==> config.mk <==
export PLATFORM = sky130hd
export DESIGN_NAME = cks_clock_ctrl
export DESIGN_NICKNAME = d
export VERILOG_FILES = /design/src/design/cks_pkg.sv /design/src/design/cks_clock_ctrl.sv /design/src/design/cks_tick_counter.sv /design/src/design/cks_div8.sv
export SDC_FILE = /design/constraint.sdc
export NUM_CORES = 1
export LEC_CHECK = 0
export BUFFER_PORTS_ARGS = -buffer_cell sky130_fd_sc_hd__buf_2
export CORE_MARGIN = 2
export CORE_UTILIZATION = 29
export CTS_BUF_LIST = sky130_fd_sc_hd__clkbuf_4 sky130_fd_sc_hd__clkbuf_8
export CTS_CLUSTER_SIZE = 10
export DETAILED_ROUTE_END_ITERATION = 7
export GPL_TIMING_DRIVEN = 1
export PLACE_DENSITY = 0.57
export SYNTH_ARGS = -nofsm -noshare
export SYNTH_HDL_FRONTEND = slang
export SYNTH_HIERARCHICAL = 1
export SYNTH_SLANG_ARGS = --single-unit
==> constraint.sdc <==
create_clock -name i_core_clk -period 6.3 [get_ports i_core_clk]
set_clock_uncertainty 0.1 [all_clocks]
set_input_delay 1.89 -clock i_core_clk [delete_from_list [all_inputs] [get_ports i_core_clk]]
set_output_delay 1.89 -clock i_core_clk [all_outputs]
set_load 0.01 [all_outputs]
==> src/design/cks_pkg.sv <==
// Constants, register map and types for the clock source and start-up control block.
// Assumes a single 10 MHz core clock; oscillator and watchdog cycles arrive as one-cycle ticks.
package cks_pkg;
   // Avalon-MM slave geometry
   localparam int          CKS_AW              = 4;
   localparam int          CKS_DW              = 32;
   localparam logic [3:0]  CKS_ADDR_CTRL       = 4'h0;
   localparam logic [3:0]  CKS_ADDR_STATUS     = 4'h4;
   localparam logic [3:0]  CKS_ADDR_FUSE       = 4'h8;
   localparam logic [3:0]  CKS_ADDR_COUNT      = 4'hC;

   // Control register fields
   localparam int          CKS_CTRL_MODE_LSB   = 0;
   localparam int          CKS_CTRL_SLEEP_BIT  = 4;
   localparam int          CKS_CTRL_ASY_BIT    = 8;

   // Status and count register fields
   localparam int          CKS_STAT_STATE_LSB  = 0;
   localparam int          CKS_STAT_RUN_BIT    = 4;
   localparam int          CKS_STAT_WARN_BIT   = 5;
   localparam int          CKS_STAT_SLEEP_BIT  = 6;
   localparam int          CKS_STAT_SRC_LSB    = 8;
   localparam int          CKS_COUNT_SU_LSB    = 16;

   // Fuse byte layout; a programmed fuse reads 0
   localparam logic [7:0]  CKS_FUSE_DEFAULT    = 8'h62;
   localparam int          CKS_FUSE_SUT_LSB    = 4;
   localparam int          CKS_FUSE_DIV8_BIT   = 7;
   localparam logic        CKS_FUSE_PROGRAMMED = 1'b0;

   // Source selection codes
   localparam logic [3:0]  CKS_SEL_LP_MIN      = 4'h8;
   localparam logic [3:0]  CKS_SEL_FS_MIN      = 4'h6;
   localparam logic [3:0]  CKS_SEL_LF_MIN      = 4'h4;
   localparam logic [3:0]  CKS_SEL_RC128       = 4'h3;
   localparam logic [3:0]  CKS_SEL_RCCAL       = 4'h2;
   localparam logic [3:0]  CKS_SEL_RSVD        = 4'h1;
   localparam logic [3:0]  CKS_SEL_EXT         = 4'h0;

   // Short counts; the long ones are top-level parameters
   localparam logic [15:0] CKS_CNT_ZERO        = 16'h0000;
   localparam logic [15:0] CKS_SU_EXT          = 16'h0006;
   localparam logic [15:0] CKS_SU_258          = 16'h0102;
   localparam logic [15:0] CKS_SU_1K           = 16'h0400;
   localparam logic [2:0]  CKS_DIV8_LAST       = 3'h7;

   typedef enum logic [2:0] {
      CKS_SRC_LP_XTAL = 3'h0,
      CKS_SRC_FS_XTAL = 3'h1,
      CKS_SRC_LF_XTAL = 3'h2,
      CKS_SRC_RC128   = 3'h3,
      CKS_SRC_RC_CAL  = 3'h4,
      CKS_SRC_EXT     = 3'h5,
      CKS_SRC_RSVD    = 3'h6
   } cks_src_t;

   typedef enum logic [2:0] {
      CKS_SLP_IDLE   = 3'h0,
      CKS_SLP_ADC    = 3'h1,
      CKS_SLP_PDOWN  = 3'h2,
      CKS_SLP_PSAVE  = 3'h3,
      CKS_SLP_STBY   = 3'h6,
      CKS_SLP_XSTBY  = 3'h7
   } cks_sleep_t;

   // Gray along hold -> timeout -> start-up -> run -> sleep
   typedef enum logic [2:0] {
      CKS_ST_HOLD  = 3'b000,
      CKS_ST_TOUT  = 3'b001,
      CKS_ST_SUTC  = 3'b011,
      CKS_ST_RUN   = 3'b010,
      CKS_ST_SLEEP = 3'b110
   } cks_state_t;
endpackage : cks_pkg

==> src/design/cks_clock_ctrl.sv <==
// Clock source decode, reset time-out and start-up sequencing, and domain clock gating.
// Assumes oscillator and watchdog cycles arrive as synchronous one-cycle ticks and that
// domain clock enables are used by downstream gating cells.
//
// Decided for this implementation: the placing of the registers and the Avalon-MM slave port.
`timescale 1ns/1ps
// How it works
// - Decode four-bit source field into clock types
// - Fuse bit reads one unprogrammed, zero programmed
// - Default fuses: calibrated RC, divide by eight
// - Extra time-out after other resets release
// - Time-out is 0, 4K or 8K watchdog cycles
// - Oscillator cycle counter holds reset until done
// - Start-up count from 6 to 32K cycles
// - Reset uses both delays; power-down or power-save wake only start-up, other wakes neither
// - Zero time-out relies on brown-out detector
// - Sleep halts unused clocks, CPU clock in every mode
// - I/O clock halted outside idle; async detection takes over
// - Flash clock gated together with CPU clock
// - Async timer clock keeps running in sleep
// - Converter clock stays on during noise reduction
// - One generator derives every domain clock but the async timer clock
// - Programmed divide fuse divides clock by eight
module cks_clock_ctrl #(
   parameter int P_TOUT_4K   = 4096,
   parameter int P_TOUT_8K   = 8192,
   parameter int P_SU_16K    = 16384,
   parameter int P_SU_32K    = 32768
) (
   // Clock and reset
   input  wire logic                         i_core_clk,
   input  wire logic                         i_rst_n,
   // Reset sources, fuses and wake-up
   input  wire logic                         i_rst_src_n,
   input  wire logic [7:0]                   i_fuse,
   input  wire logic                         i_bod_en,
   input  wire logic                         i_wake,
   // Oscillator and watchdog ticks
   input  wire logic                         i_osc_tick,
   input  wire logic                         i_wdt_tick,
   // Avalon-MM slave
   input  wire logic [cks_pkg::CKS_AW-1:0]   i_avs_address,
   input  wire logic                         i_avs_read,
   input  wire logic                         i_avs_write,
   input  wire logic [cks_pkg::CKS_DW-1:0]   i_avs_writedata,
   input  wire logic [3:0]                   i_avs_byteenable,
   output logic [cks_pkg::CKS_DW-1:0]        o_avs_readdata,
   output logic                              o_avs_waitrequest,
   // Domain clock enables and internal reset
   output logic                              o_cpu_clk_en,
   output logic                              o_flash_clk_en,
   output logic                              o_io_clk_en,
   output logic                              o_asy_clk_en,
   output logic                              o_adc_clk_en,
   output logic                              o_async_detect_en,
   output logic                              o_int_rst_n
);
   import cks_pkg::*;

   cks_state_t  state_ff;
   cks_sleep_t  mode_ff;
   logic [7:0]  fuse_ff;
   logic        asy_ena_ff;
   logic        wait_ff;
   logic [31:0] rdata_ff;
   logic        cpu_en_ff, flash_en_ff, io_en_ff, asy_en_ff, adc_en_ff, adet_ff, irst_ff;
   logic        tout_done, su_done, sys_tick, div_on, deep_sleep;
   logic        bus_req, bus_done, wr_ctrl, sleep_go, warn;
   logic [15:0] tout_target, su_target;
   cks_src_t    src;
   logic [3:0]  cksel;
   logic [1:0]  startup_time_select;

   // Source type from the selection field
   function automatic cks_src_t decode_src(input logic [3:0] sel);
      if (sel >= CKS_SEL_LP_MIN)      decode_src = CKS_SRC_LP_XTAL;
      else if (sel >= CKS_SEL_FS_MIN) decode_src = CKS_SRC_FS_XTAL;
      else if (sel >= CKS_SEL_LF_MIN) decode_src = CKS_SRC_LF_XTAL;
      else if (sel == CKS_SEL_RC128)  decode_src = CKS_SRC_RC128;
      else if (sel == CKS_SEL_RCCAL)  decode_src = CKS_SRC_RC_CAL;
      else if (sel == CKS_SEL_EXT)    decode_src = CKS_SRC_EXT;
      else                            decode_src = CKS_SRC_RSVD;
   endfunction : decode_src

   function automatic logic is_xtal(input cks_src_t s);
      is_xtal = (s == CKS_SRC_LP_XTAL) || (s == CKS_SRC_FS_XTAL);
   endfunction : is_xtal

   // Watchdog cycles of reset time-out
   function automatic logic [15:0] tout_sel(input cks_src_t s, input logic c0, input logic [1:0] su);
      logic [2:0] idx;
      idx = {c0, su};
      tout_sel = CKS_CNT_ZERO;
      if (is_xtal(s)) begin
         case (idx)
            3'h0, 3'h3, 3'h6: tout_sel = 16'(P_TOUT_4K);
            3'h1, 3'h4, 3'h7: tout_sel = 16'(P_TOUT_8K);
            default:          tout_sel = CKS_CNT_ZERO;
         endcase
      end else begin
         case (su)
            2'h0:    tout_sel = CKS_CNT_ZERO;
            2'h1:    tout_sel = 16'(P_TOUT_4K);
            default: tout_sel = 16'(P_TOUT_8K);
         endcase
      end
   endfunction : tout_sel

   // Oscillator cycles before the clock counts as stable
   function automatic logic [15:0] su_sel(input cks_src_t s, input logic c0, input logic [1:0] su);
      logic [2:0] idx;
      idx = {c0, su};
      su_sel = CKS_SU_EXT;
      if (is_xtal(s)) begin
         case (idx)
            3'h0, 3'h1:       su_sel = CKS_SU_258;
            3'h2, 3'h3, 3'h4: su_sel = CKS_SU_1K;
            default:          su_sel = 16'(P_SU_16K);
         endcase
      end else if (s == CKS_SRC_LF_XTAL) begin
         su_sel = 16'(P_SU_32K);
      end else begin
         su_sel = CKS_SU_EXT;
      end
   endfunction : su_sel

   // Fuse polarity: a field value is taken as read, zero meaning programmed
   assign cksel       = fuse_ff[CKS_FUSE_SUT_LSB-1:0];
   assign startup_time_select         = fuse_ff[CKS_FUSE_SUT_LSB+1:CKS_FUSE_SUT_LSB];
   assign div_on      = (fuse_ff[CKS_FUSE_DIV8_BIT] == CKS_FUSE_PROGRAMMED);
   assign src         = decode_src(cksel);
   assign tout_target = tout_sel(src, cksel[0], startup_time_select);
   assign su_target   = su_sel(src, cksel[0], startup_time_select);
   assign deep_sleep  = (mode_ff == CKS_SLP_PDOWN) || (mode_ff == CKS_SLP_PSAVE);
   // Zero time-out without a detector leaves supply rise unguarded
   assign warn        = (tout_target == CKS_CNT_ZERO) && !i_bod_en;

   // Fuses follow the pins only while held in reset, so targets never move mid-count
   always_ff @(posedge i_core_clk or negedge i_rst_n) begin
      if (!i_rst_n) begin
         fuse_ff <= CKS_FUSE_DEFAULT;
      end else if (state_ff == CKS_ST_HOLD) begin
         fuse_ff <= i_fuse;
      end
   end

   cks_tick_counter #(.W(16)) u_tout (
      .i_core_clk (i_core_clk),
      .i_rst_n    (i_rst_n),
      .i_clear    (state_ff != CKS_ST_TOUT),
      .i_tick     (i_wdt_tick),
      .i_target   (tout_target),
      .o_done     (tout_done)
   );

   cks_tick_counter #(.W(16)) u_startup (
      .i_core_clk (i_core_clk),
      .i_rst_n    (i_rst_n),
      .i_clear    (state_ff != CKS_ST_SUTC),
      .i_tick     (i_osc_tick),
      .i_target   (su_target),
      .o_done     (su_done)
   );

   cks_div8 u_div (
      .i_core_clk (i_core_clk),
      .i_rst_n    (i_rst_n),
      .i_divide   (div_on),
      .o_tick     (sys_tick)
   );

   // Bus decode
   assign bus_req  = i_avs_read || i_avs_write;
   assign bus_done = bus_req && !wait_ff;
   assign wr_ctrl  = i_avs_write && !wait_ff && (i_avs_address == CKS_ADDR_CTRL);
   assign sleep_go = wr_ctrl && i_avs_byteenable[0] && i_avs_writedata[CKS_CTRL_SLEEP_BIT];

   // Start-up sequencer
   always_ff @(posedge i_core_clk or negedge i_rst_n) begin
      if (!i_rst_n) begin
         state_ff <= CKS_ST_HOLD;
      end else if (!i_rst_src_n) begin
         state_ff <= CKS_ST_HOLD;
      end else begin
         case (state_ff)
            CKS_ST_HOLD:  state_ff <= CKS_ST_TOUT;
            CKS_ST_TOUT:  if (tout_done) state_ff <= CKS_ST_SUTC;
            CKS_ST_SUTC:  if (su_done) state_ff <= CKS_ST_RUN;
            CKS_ST_RUN:   if (sleep_go) state_ff <= CKS_ST_SLEEP;
            CKS_ST_SLEEP: if (i_wake) state_ff <= deep_sleep ? CKS_ST_SUTC : CKS_ST_RUN;
            default:      state_ff <= CKS_ST_HOLD;
         endcase
      end
   end

   // Control register
   always_ff @(posedge i_core_clk or negedge i_rst_n) begin
      if (!i_rst_n) begin
         mode_ff    <= CKS_SLP_IDLE;
         asy_ena_ff <= 1'b0;
      end else if (wr_ctrl) begin
         if (i_avs_byteenable[0]) begin
            mode_ff <= cks_sleep_t'(i_avs_writedata[CKS_CTRL_MODE_LSB +: 3]);
         end
         if (i_avs_byteenable[1]) begin
            asy_ena_ff <= i_avs_writedata[CKS_CTRL_ASY_BIT];
         end
      end
   end

   // Domain clock enables except the async timer one come from the one divided tick
   always_ff @(posedge i_core_clk or negedge i_rst_n) begin
      if (!i_rst_n) begin
         cpu_en_ff   <= 1'b0;
         flash_en_ff <= 1'b0;
         io_en_ff    <= 1'b0;
         adc_en_ff   <= 1'b0;
         asy_en_ff   <= 1'b0;
         adet_ff     <= 1'b0;
         irst_ff     <= 1'b0;
      end else begin
         cpu_en_ff   <= sys_tick && (state_ff == CKS_ST_RUN);
         flash_en_ff <= sys_tick && (state_ff == CKS_ST_RUN);
         io_en_ff    <= sys_tick && ((state_ff == CKS_ST_RUN)
                        || ((state_ff == CKS_ST_SLEEP) && (mode_ff == CKS_SLP_IDLE)));
         adc_en_ff   <= sys_tick && ((state_ff == CKS_ST_RUN)
                        || ((state_ff == CKS_ST_SLEEP)
                            && ((mode_ff == CKS_SLP_IDLE) || (mode_ff == CKS_SLP_ADC))));
         // Own crystal or pin, so it ignores the divider and the sleep mode
         asy_en_ff   <= asy_ena_ff && (state_ff != CKS_ST_HOLD);
         adet_ff     <= (state_ff == CKS_ST_SLEEP) && (mode_ff != CKS_SLP_IDLE);
         // A wake-up start-up count keeps the core out of reset; only a reset start enters it low
         irst_ff     <= (state_ff == CKS_ST_RUN) || (state_ff == CKS_ST_SLEEP)
                        || ((state_ff == CKS_ST_SUTC) && irst_ff);
      end
   end

   // Slave answers one cycle after a request shows up
   always_ff @(posedge i_core_clk or negedge i_rst_n) begin
      if (!i_rst_n) begin
         wait_ff  <= 1'b1;
         rdata_ff <= 32'h0000_0000;
      end else begin
         wait_ff <= !(bus_req && wait_ff);
         if (i_avs_read && wait_ff) begin
            rdata_ff <= 32'h0000_0000;
            case (i_avs_address)
               CKS_ADDR_CTRL: begin
                  rdata_ff[CKS_CTRL_MODE_LSB +: 3] <= mode_ff;
                  rdata_ff[CKS_CTRL_ASY_BIT]       <= asy_ena_ff;
               end
               CKS_ADDR_STATUS: begin
                  rdata_ff[CKS_STAT_STATE_LSB +: 3] <= state_ff;
                  rdata_ff[CKS_STAT_RUN_BIT]        <= irst_ff;
                  rdata_ff[CKS_STAT_WARN_BIT]       <= warn;
                  rdata_ff[CKS_STAT_SLEEP_BIT]      <= (state_ff == CKS_ST_SLEEP);
                  rdata_ff[CKS_STAT_SRC_LSB +: 3]   <= src;
               end
               CKS_ADDR_FUSE:  rdata_ff[7:0] <= fuse_ff;
               CKS_ADDR_COUNT: rdata_ff <= {su_target, tout_target};
               default:        rdata_ff <= 32'h0000_0000;
            endcase
         end
      end
   end

   assign o_avs_waitrequest = wait_ff;
   assign o_avs_readdata    = rdata_ff;
   assign o_cpu_clk_en      = cpu_en_ff;
   assign o_flash_clk_en    = flash_en_ff;
   assign o_io_clk_en       = io_en_ff;
   assign o_adc_clk_en      = adc_en_ff;
   assign o_asy_clk_en      = asy_en_ff;
   assign o_async_detect_en = adet_ff;
   assign o_int_rst_n       = irst_ff;
endmodule : cks_clock_ctrl

==> src/design/cks_tick_counter.sv <==
// Counts incoming ticks up to a target and flags when the target is reached.
// Assumes ticks are one-cycle pulses synchronous to the core clock.
`timescale 1ns/1ps
module cks_tick_counter #(
   parameter int W = 16
) (
   // Clock and reset
   input  wire logic         i_core_clk,
   input  wire logic         i_rst_n,
   // Count control
   input  wire logic         i_clear,
   input  wire logic         i_tick,
   input  wire logic [W-1:0] i_target,
   output logic              o_done
);
   logic [W-1:0] cnt_ff;

   // Holds at target so a late tick cannot wrap past it
   always_ff @(posedge i_core_clk or negedge i_rst_n) begin
      if (!i_rst_n) begin
         cnt_ff <= '0;
      end else if (i_clear) begin
         cnt_ff <= '0;
      end else if (i_tick && (cnt_ff != i_target)) begin
         cnt_ff <= cnt_ff + 1'b1;
      end
   end

   assign o_done = (cnt_ff == i_target);
endmodule : cks_tick_counter

==> src/design/cks_div8.sv <==
// System clock enable generator with optional divide by eight.
// Assumes the divide request is a static fuse level.
`timescale 1ns/1ps
module cks_div8 (
   // Clock and reset
   input  wire logic i_core_clk,
   input  wire logic i_rst_n,
   // Divide request and enable out
   input  wire logic i_divide,
   output logic      o_tick
);
   import cks_pkg::*;
   logic [2:0] div_ff;

   always_ff @(posedge i_core_clk or negedge i_rst_n) begin
      if (!i_rst_n) begin
         div_ff <= 3'h0;
      end else begin
         div_ff <= div_ff + 3'h1;
      end
   end

   assign o_tick = i_divide ? (div_ff == CKS_DIV8_LAST) : 1'b1;
endmodule : cks_div8

==> metrics, run 1 <==
Post-Synthesis Cells=around 460; Clock Sinks=76; Final period util=between 50 and 60%; hpwl dp=7123 um; Post-Syn Area=between 4000 and 5000 sq um; Hold Fails Final Rpt=0; Iter 0 DRT Violations=~180; worst vdd ir=between 90 and 100 uV; vias per cell=4.807; top-count cell post-synth=dfrtp_1; critical path fanouts, max=26; GPL Wtd Cong=~0.8; crit path DAT=slightly below 4 ns; Critical Path RT=6.48 ns; Ports=97; PD cells=a little under 300 nW/um^2; vias post-DR=between 3000 and 4000; Synth area leaders=dfrtp_1, xnor2_1, mux2_2; clk buf depth=2; Crit Path Class=flop to flop; Hold Path Class=flop to flop; CTS root buf=clkbuf_8; total CTS buffers=9; share of layout cells above drive strength 1=around a fifth; Tightest Pin Transition=1.116 ns; first-pass GRT wire length=16670 um; fin crit period=approximately 3.7 ns; Placed Area=a little under 5000 sq um; initial antenna violation count=0; slowest CP cell=nor4_4; dominant cell type by area after synthesis=dfrtp_1; leakage power=0.002207 uW; # diodes=0; wire length per cell=between 10 and 15 um; Die X=between 100 and 150 um; Yosys cell types=about 60; max-slew violations=0; final routed DRC violation total=0; vias in the first global route=3388; clk_lat worst skew=around 0.36 ns; TritonCTS clock tree=built; fmax=0.2686 GHz; DIE AREA=16340 sq um; startpoint types=flop; synth-to-layout area growth=13.90%; CP Cell Sequence=a21oi_4 > o21ai_1 > a221oi_1 > inv_1 > xnor2_1 > nand4_1 > nor4_4 > mux2_4 > o31ai_4 > o311ai_2 > mux2i_1; H-Tree Depth=3; Buffers & Inverters on Critical Path=1; flops & latches, synth=76; Seq/Total Area, Yosys=between 40% and 50%; CTS clk-pin slew, worst paths=about 0.080 ns; GRT Residual Overflow=0; Worst setup EP type=flop; Post-synth EDFFs=0; YS warnings=6; Synth Area per Inst=~9.8 sq um; pin count of the biggest net entering global routing=77; Worst path top cell family by delay=compound AO/OA/AOI/OAI gates; RSZ-0062 raised after global routing=false; Final Core Density=between 30% and 40%; Die Y=127.8 um; fillers=1539; slowest stage delay, CP=between 0.8 and 0.9 ns; setup TNS=0 ns; Nets=between 500 and 600; hold buffers post-CTS=0; Primary FF master, synth=dfrtp_1; Rows=between 40 and 50; top post-synthesis cells by count=dfrtp_1, nand2_1, nor2_1, xnor2_1, o21ai_0; DRT antenna net count=0; max_cap viols=0; setup violators final=0; DRT Wirelength=between 10000 and 15000 um; top cell type's share of synthesized area=40.51%; fin area=around 5100 sq um; ys async rst share=100.0%; core area=approximately 15000 sq um; Buffers on Ports=54; outcome=finished, final reports clean; Slew HR=25.01%; drt pass-1 iters=4; WHS=0.3280 ns; PostCTS Resize Cnt=0; postcts setup bufs=0; All-Layer GR Usage=between 10% and 20%; Initial Util=29.48%
==> cell type report <==
type / instances / area (sq um) / area share, %
well taps: 188 / 235.2 / 4.643
clock inverters: 5 / 61.31 / 1.210
repair buffers: 55 / 280.3 / 5.532
clock buffers: 11 / 138.9 / 2.741
inverters: 15 / 56.30 / 1.111
multi-input cells: 365 / 2387 / 47.12
flip-flops and latches: 76 / 1907 / 37.64
==> layout by cell type, fill, tap and decap left out, types with 9 or more instances in the layout <==
| master | netlist | layout |
|---|---|---|
| inv_1 | 15 | 15 |
| nand2_1 | 40 | 40 |
| nor2_1 | 38 | 38 |
| dfrtp_1 | 72 | 72 |
| a21oi_1 | 17 | 17 |
| nand4_1 | 16 | 16 |
| clkbuf_8 | 0 | 9 |
| nor2b_1 | 15 | 15 |
| mux2_2 | 23 | 23 |
| o21ai_1 | 10 | 10 |
| conb_1 | 1 | 37 |
| or3_1 | 9 | 9 |
| xnor2_1 | 32 | 32 |
| o21ai_0 | 25 | 25 |
| buf_2 | 6 | 53 |
==> metrics by stage <==
step / power, uW / std cells / setup slack (ns)
floorplan: 981.4 / 491 / 3.222
global placement: 1080 / 699 / 2.670
detailed placement: 1093 / 699 / 2.600
CTS: 1488 / 715 / 2.559
global route: 1569 / 715 / 2.204
finish: 1466 / 715 / 2.577
==> routing by layer <==
metal,up-vias,wire length [um],GRT usage [%]
met1,1657,4640,16.39
met3,15,325,1.669
li1,1700,-,-
met2,65,4774,21.01
met4,0,263,6.658
met5,-,0,0
==> report_power, final <==
group	internal, uW	switching [uW]	leakage (uW)
sequential	550	92.7	0.00102
combinational	188	248	0.00109
clock	193	195	0.0000930
==> worst paths after layout <==
path / slack [ns] / end / cells after the start / from
hold / removal: 0.33 / u_div/div_ff[0]$_DFF_PN0_ / 1 / u_div/div_ff[0]$_DFF_PN0_
min in group asynchronous: 1.56 / u_tout/cnt_ff[2]$_DFFE_PN0P_ / 1 / i_rst_n
max in group asynchronous: 3.88 / o_avs_readdata[18]$_DFFE_PN0P_ / 1 / i_rst_n
setup / recovery: 2.58 / state_ff[0]$_DFFE_PN0P_ / 11 / fuse_ff[2]$_DFFE_PN0P_
hold reg to reg: 0.33 / u_div/div_ff[0]$_DFF_PN0_ / 1 / u_div/div_ff[0]$_DFF_PN0_
setup reg to reg: 2.58 / state_ff[0]$_DFFE_PN0P_ / 11 / fuse_ff[2]$_DFFE_PN0P_
==> flip-flops by register name (all words and copies together) (netlist names), 3 cells and up <==
signal,count
o_avs_readdata,19
u_startup/cnt_ff,16
u_tout/cnt_ff,16
fuse_ff,8
mode_ff,3
state_ff,3
u_div/div_ff,3
==> kinds of logic (layout without fill, tap and decap cells) <==
group,Yosys count,after routing,share of synthesized area (%)
buffers and inverters,50,86,6.498
and+or+nand+nor,176,176,22.45
xor gates and xnor gates,32,32,6.301
DFF,76,76,42.87
AOI/OAI and AO/OA,82,82,12.18
other,1,37,0.08431
adders and majority gates,4,4,1.125
muxes,34,34,8.495
No activity file was read; power rests on OpenSTA's default activity.
==> inputs of run 2 (changes only) <==
Settings changed: PLACE_DENSITY 0.57 to 0.59.
Clock period 6.3 ns to 3.1 ns, I/O delays scaled along.
==> metrics, run 2 (synthesis results as in run 1) <==
initial antenna violation count=0; fin area=about 5200 sq um; Slew HR=35.79%; Layout Cells excl Fill=slightly above 700; commonest non-fill, non-tap cell in the layout=dfrtp_1; drt pass-1 iters=5; max-slew violations=0; vias in the first global route=3382; Die Y=127.8 um; Final period util=approximately 93%; RSZ-0062 raised after global routing=false; worst vdd ir=~240 uV; max_cap viols=0; share of layout cells above drive strength 1=about 23%; outcome=finished, final reports clean; synth-to-layout area growth=16.23%; vias post-DR=between 3000 and 4000; DRT antenna net count=0; Hold Fails Final Rpt=0; crit path DAT=roughly 3 ns; commonest cells after routing, fill and taps aside=dfrtp_1, buf_2, nand2_1; hpwl dp=7490 um; Ports=97; Worst path top cell family by delay=simple AND/OR/NAND/NOR gates; hold buffers post-CTS=0; Critical Path RT=3.26 ns; Hold Path Class=flop to flop; Placed Area=4941 sq um; setup TNS=0 ns; pin count of the biggest net entering global routing=39; GRT Residual Overflow=0; final routed DRC violation total=0; fillers=~1500; clk_lat worst skew=0.37 ns; placed cells=a little over 700; PD cells=about 600 nW/um^2; Iter 0 DRT Violations=283; DIE AREA=roughly 16000 sq um; startpoint types=flop; CTS root buf=clkbuf_8; leakage power=0.002279 uW; Crit Path Class=flop to flop; max FFs per register=19; CP Cell Sequence=or2_1 > o21ai_1 > a221oi_2 > inv_1 > xnor2_1 > nand4_1 > nor4_4 > buf_4 > buf_4 > and4b_1 > mux2_2; slowest stage delay, CP=between 0.6 and 0.7 ns; clk buf depth=2; core area=about 15000 sq um; Worst setup EP type=flop; fmax=between 0.3 and 0.4 GHz; H-Tree Depth=3; Tightest Pin Transition=approximately 0.96 ns; CTS clk-pin slew, worst paths=0.08 ns; total CTS buffers=9; WHS=about 0.33 ns; fin crit period=between 2 and 3 ns; slowest CP cell=dfstp_2; Pwr Total=roughly 3100 uW; Buffers on Ports=54; DRT Wirelength=10310 um; Buffers & Inverters on Critical Path=3; Die X=approximately 130 um; setup violators final=0; cell mode on critical path=buf_4; # diodes=0; Initial Util=29.48%; vias per cell=~4.8; Nets=roughly 600; GPL Wtd Cong=a little under 0.8; Clock Sinks=76; critical path fanouts, max=11; first-pass GRT wire length=~17000 um; TritonCTS clock tree=built; wire length per cell=around 14 um; All-Layer GR Usage=about an eighth; Rows=45
run 2: cell types whose count changed in the layout (fill, tap and decap cells not counted), sizes merged:
cell      previous run  this run
buf                 55        66
clkinv               0         4
bufinv               1         2
clkinvlp             3         1
inv                 16        15
clkbuf              11         9
run 2: routing by layer:
metal	vias up	wire, um	global-route usage, %
li1	1719	-	-
met1	1727	4659	16.52
met2	65	5111	22.08
met3	9	417	4.007
met4	0	117	3.749
met5	-	0	0
run 2: path summary, 6_finish.rpt:
path / start / endpoint / slack (ns) / cells past startpoint
hold reg to reg: u_div/div_ff[0]$_DFF_PN0_ / u_div/div_ff[0]$_DFF_PN0_ / 0.33 / 1
setup / recovery: fuse_ff[5]$_DFFE_PN1P_ / u_tout/cnt_ff[15]$_DFFE_PN0P_ / 0.21 / 11
hold / removal: u_div/div_ff[0]$_DFF_PN0_ / u_div/div_ff[0]$_DFF_PN0_ / 0.33 / 1
setup reg to reg: fuse_ff[5]$_DFFE_PN1P_ / u_tout/cnt_ff[15]$_DFFE_PN0P_ / 0.21 / 11
min in group asynchronous: i_rst_n / mode_ff[0]$_DFFE_PN0P_ / 0.42 / 1
max in group asynchronous: i_rst_n / fuse_ff[1]$_DFFE_PN1P_ / 1.76 / 2
run 2: repair_timing:
action,CTS,global route
gates resized for setup,0,1
buffers inserted,0,1
endpoints found under the setup margin,0,1
run 2: cell type report:
cell class	count	area, sq um	share of cell area [%]
multi-input combinational	365	2394	46.30
sequential	76	1907	36.88
tap	188	235.2	4.550
timing repair buffer	66	362.8	7.018
inverter	15	56.30	1.089
clock buffer	9	123.9	2.396
clock inverter	7	91.34	1.767
run 2: worst reg2reg max path: stages, from the launching register on:
cell	delay [ns]
dfstp_2	0.61
or2_1	0.22
o21ai_1	0.10
a221oi_2	0.28
inv_1	0.09
xnor2_1	0.14
nand4_1	0.16
nor4_4	0.31
buf_4	0.17
buf_4	0.15
and4b_1	0.21
mux2_2	0.26
run 2: where the power goes:
group / switching [uW] / total, uW / internal, uW
logic: 561 / 970 / 409
clock network: 394 / 844 / 450
registers: 162 / 1280 / 1120
run 2: per-stage QoR:
stage,worst slack [ns],utilization [%]
after floorplan,0.2260,-
after global placement,0.1961,32.74
after detailed placement,0.2182,32.74
after CTS,0.1075,34.17
after global routing,0.01534,34.26
final,0.2071,34.26
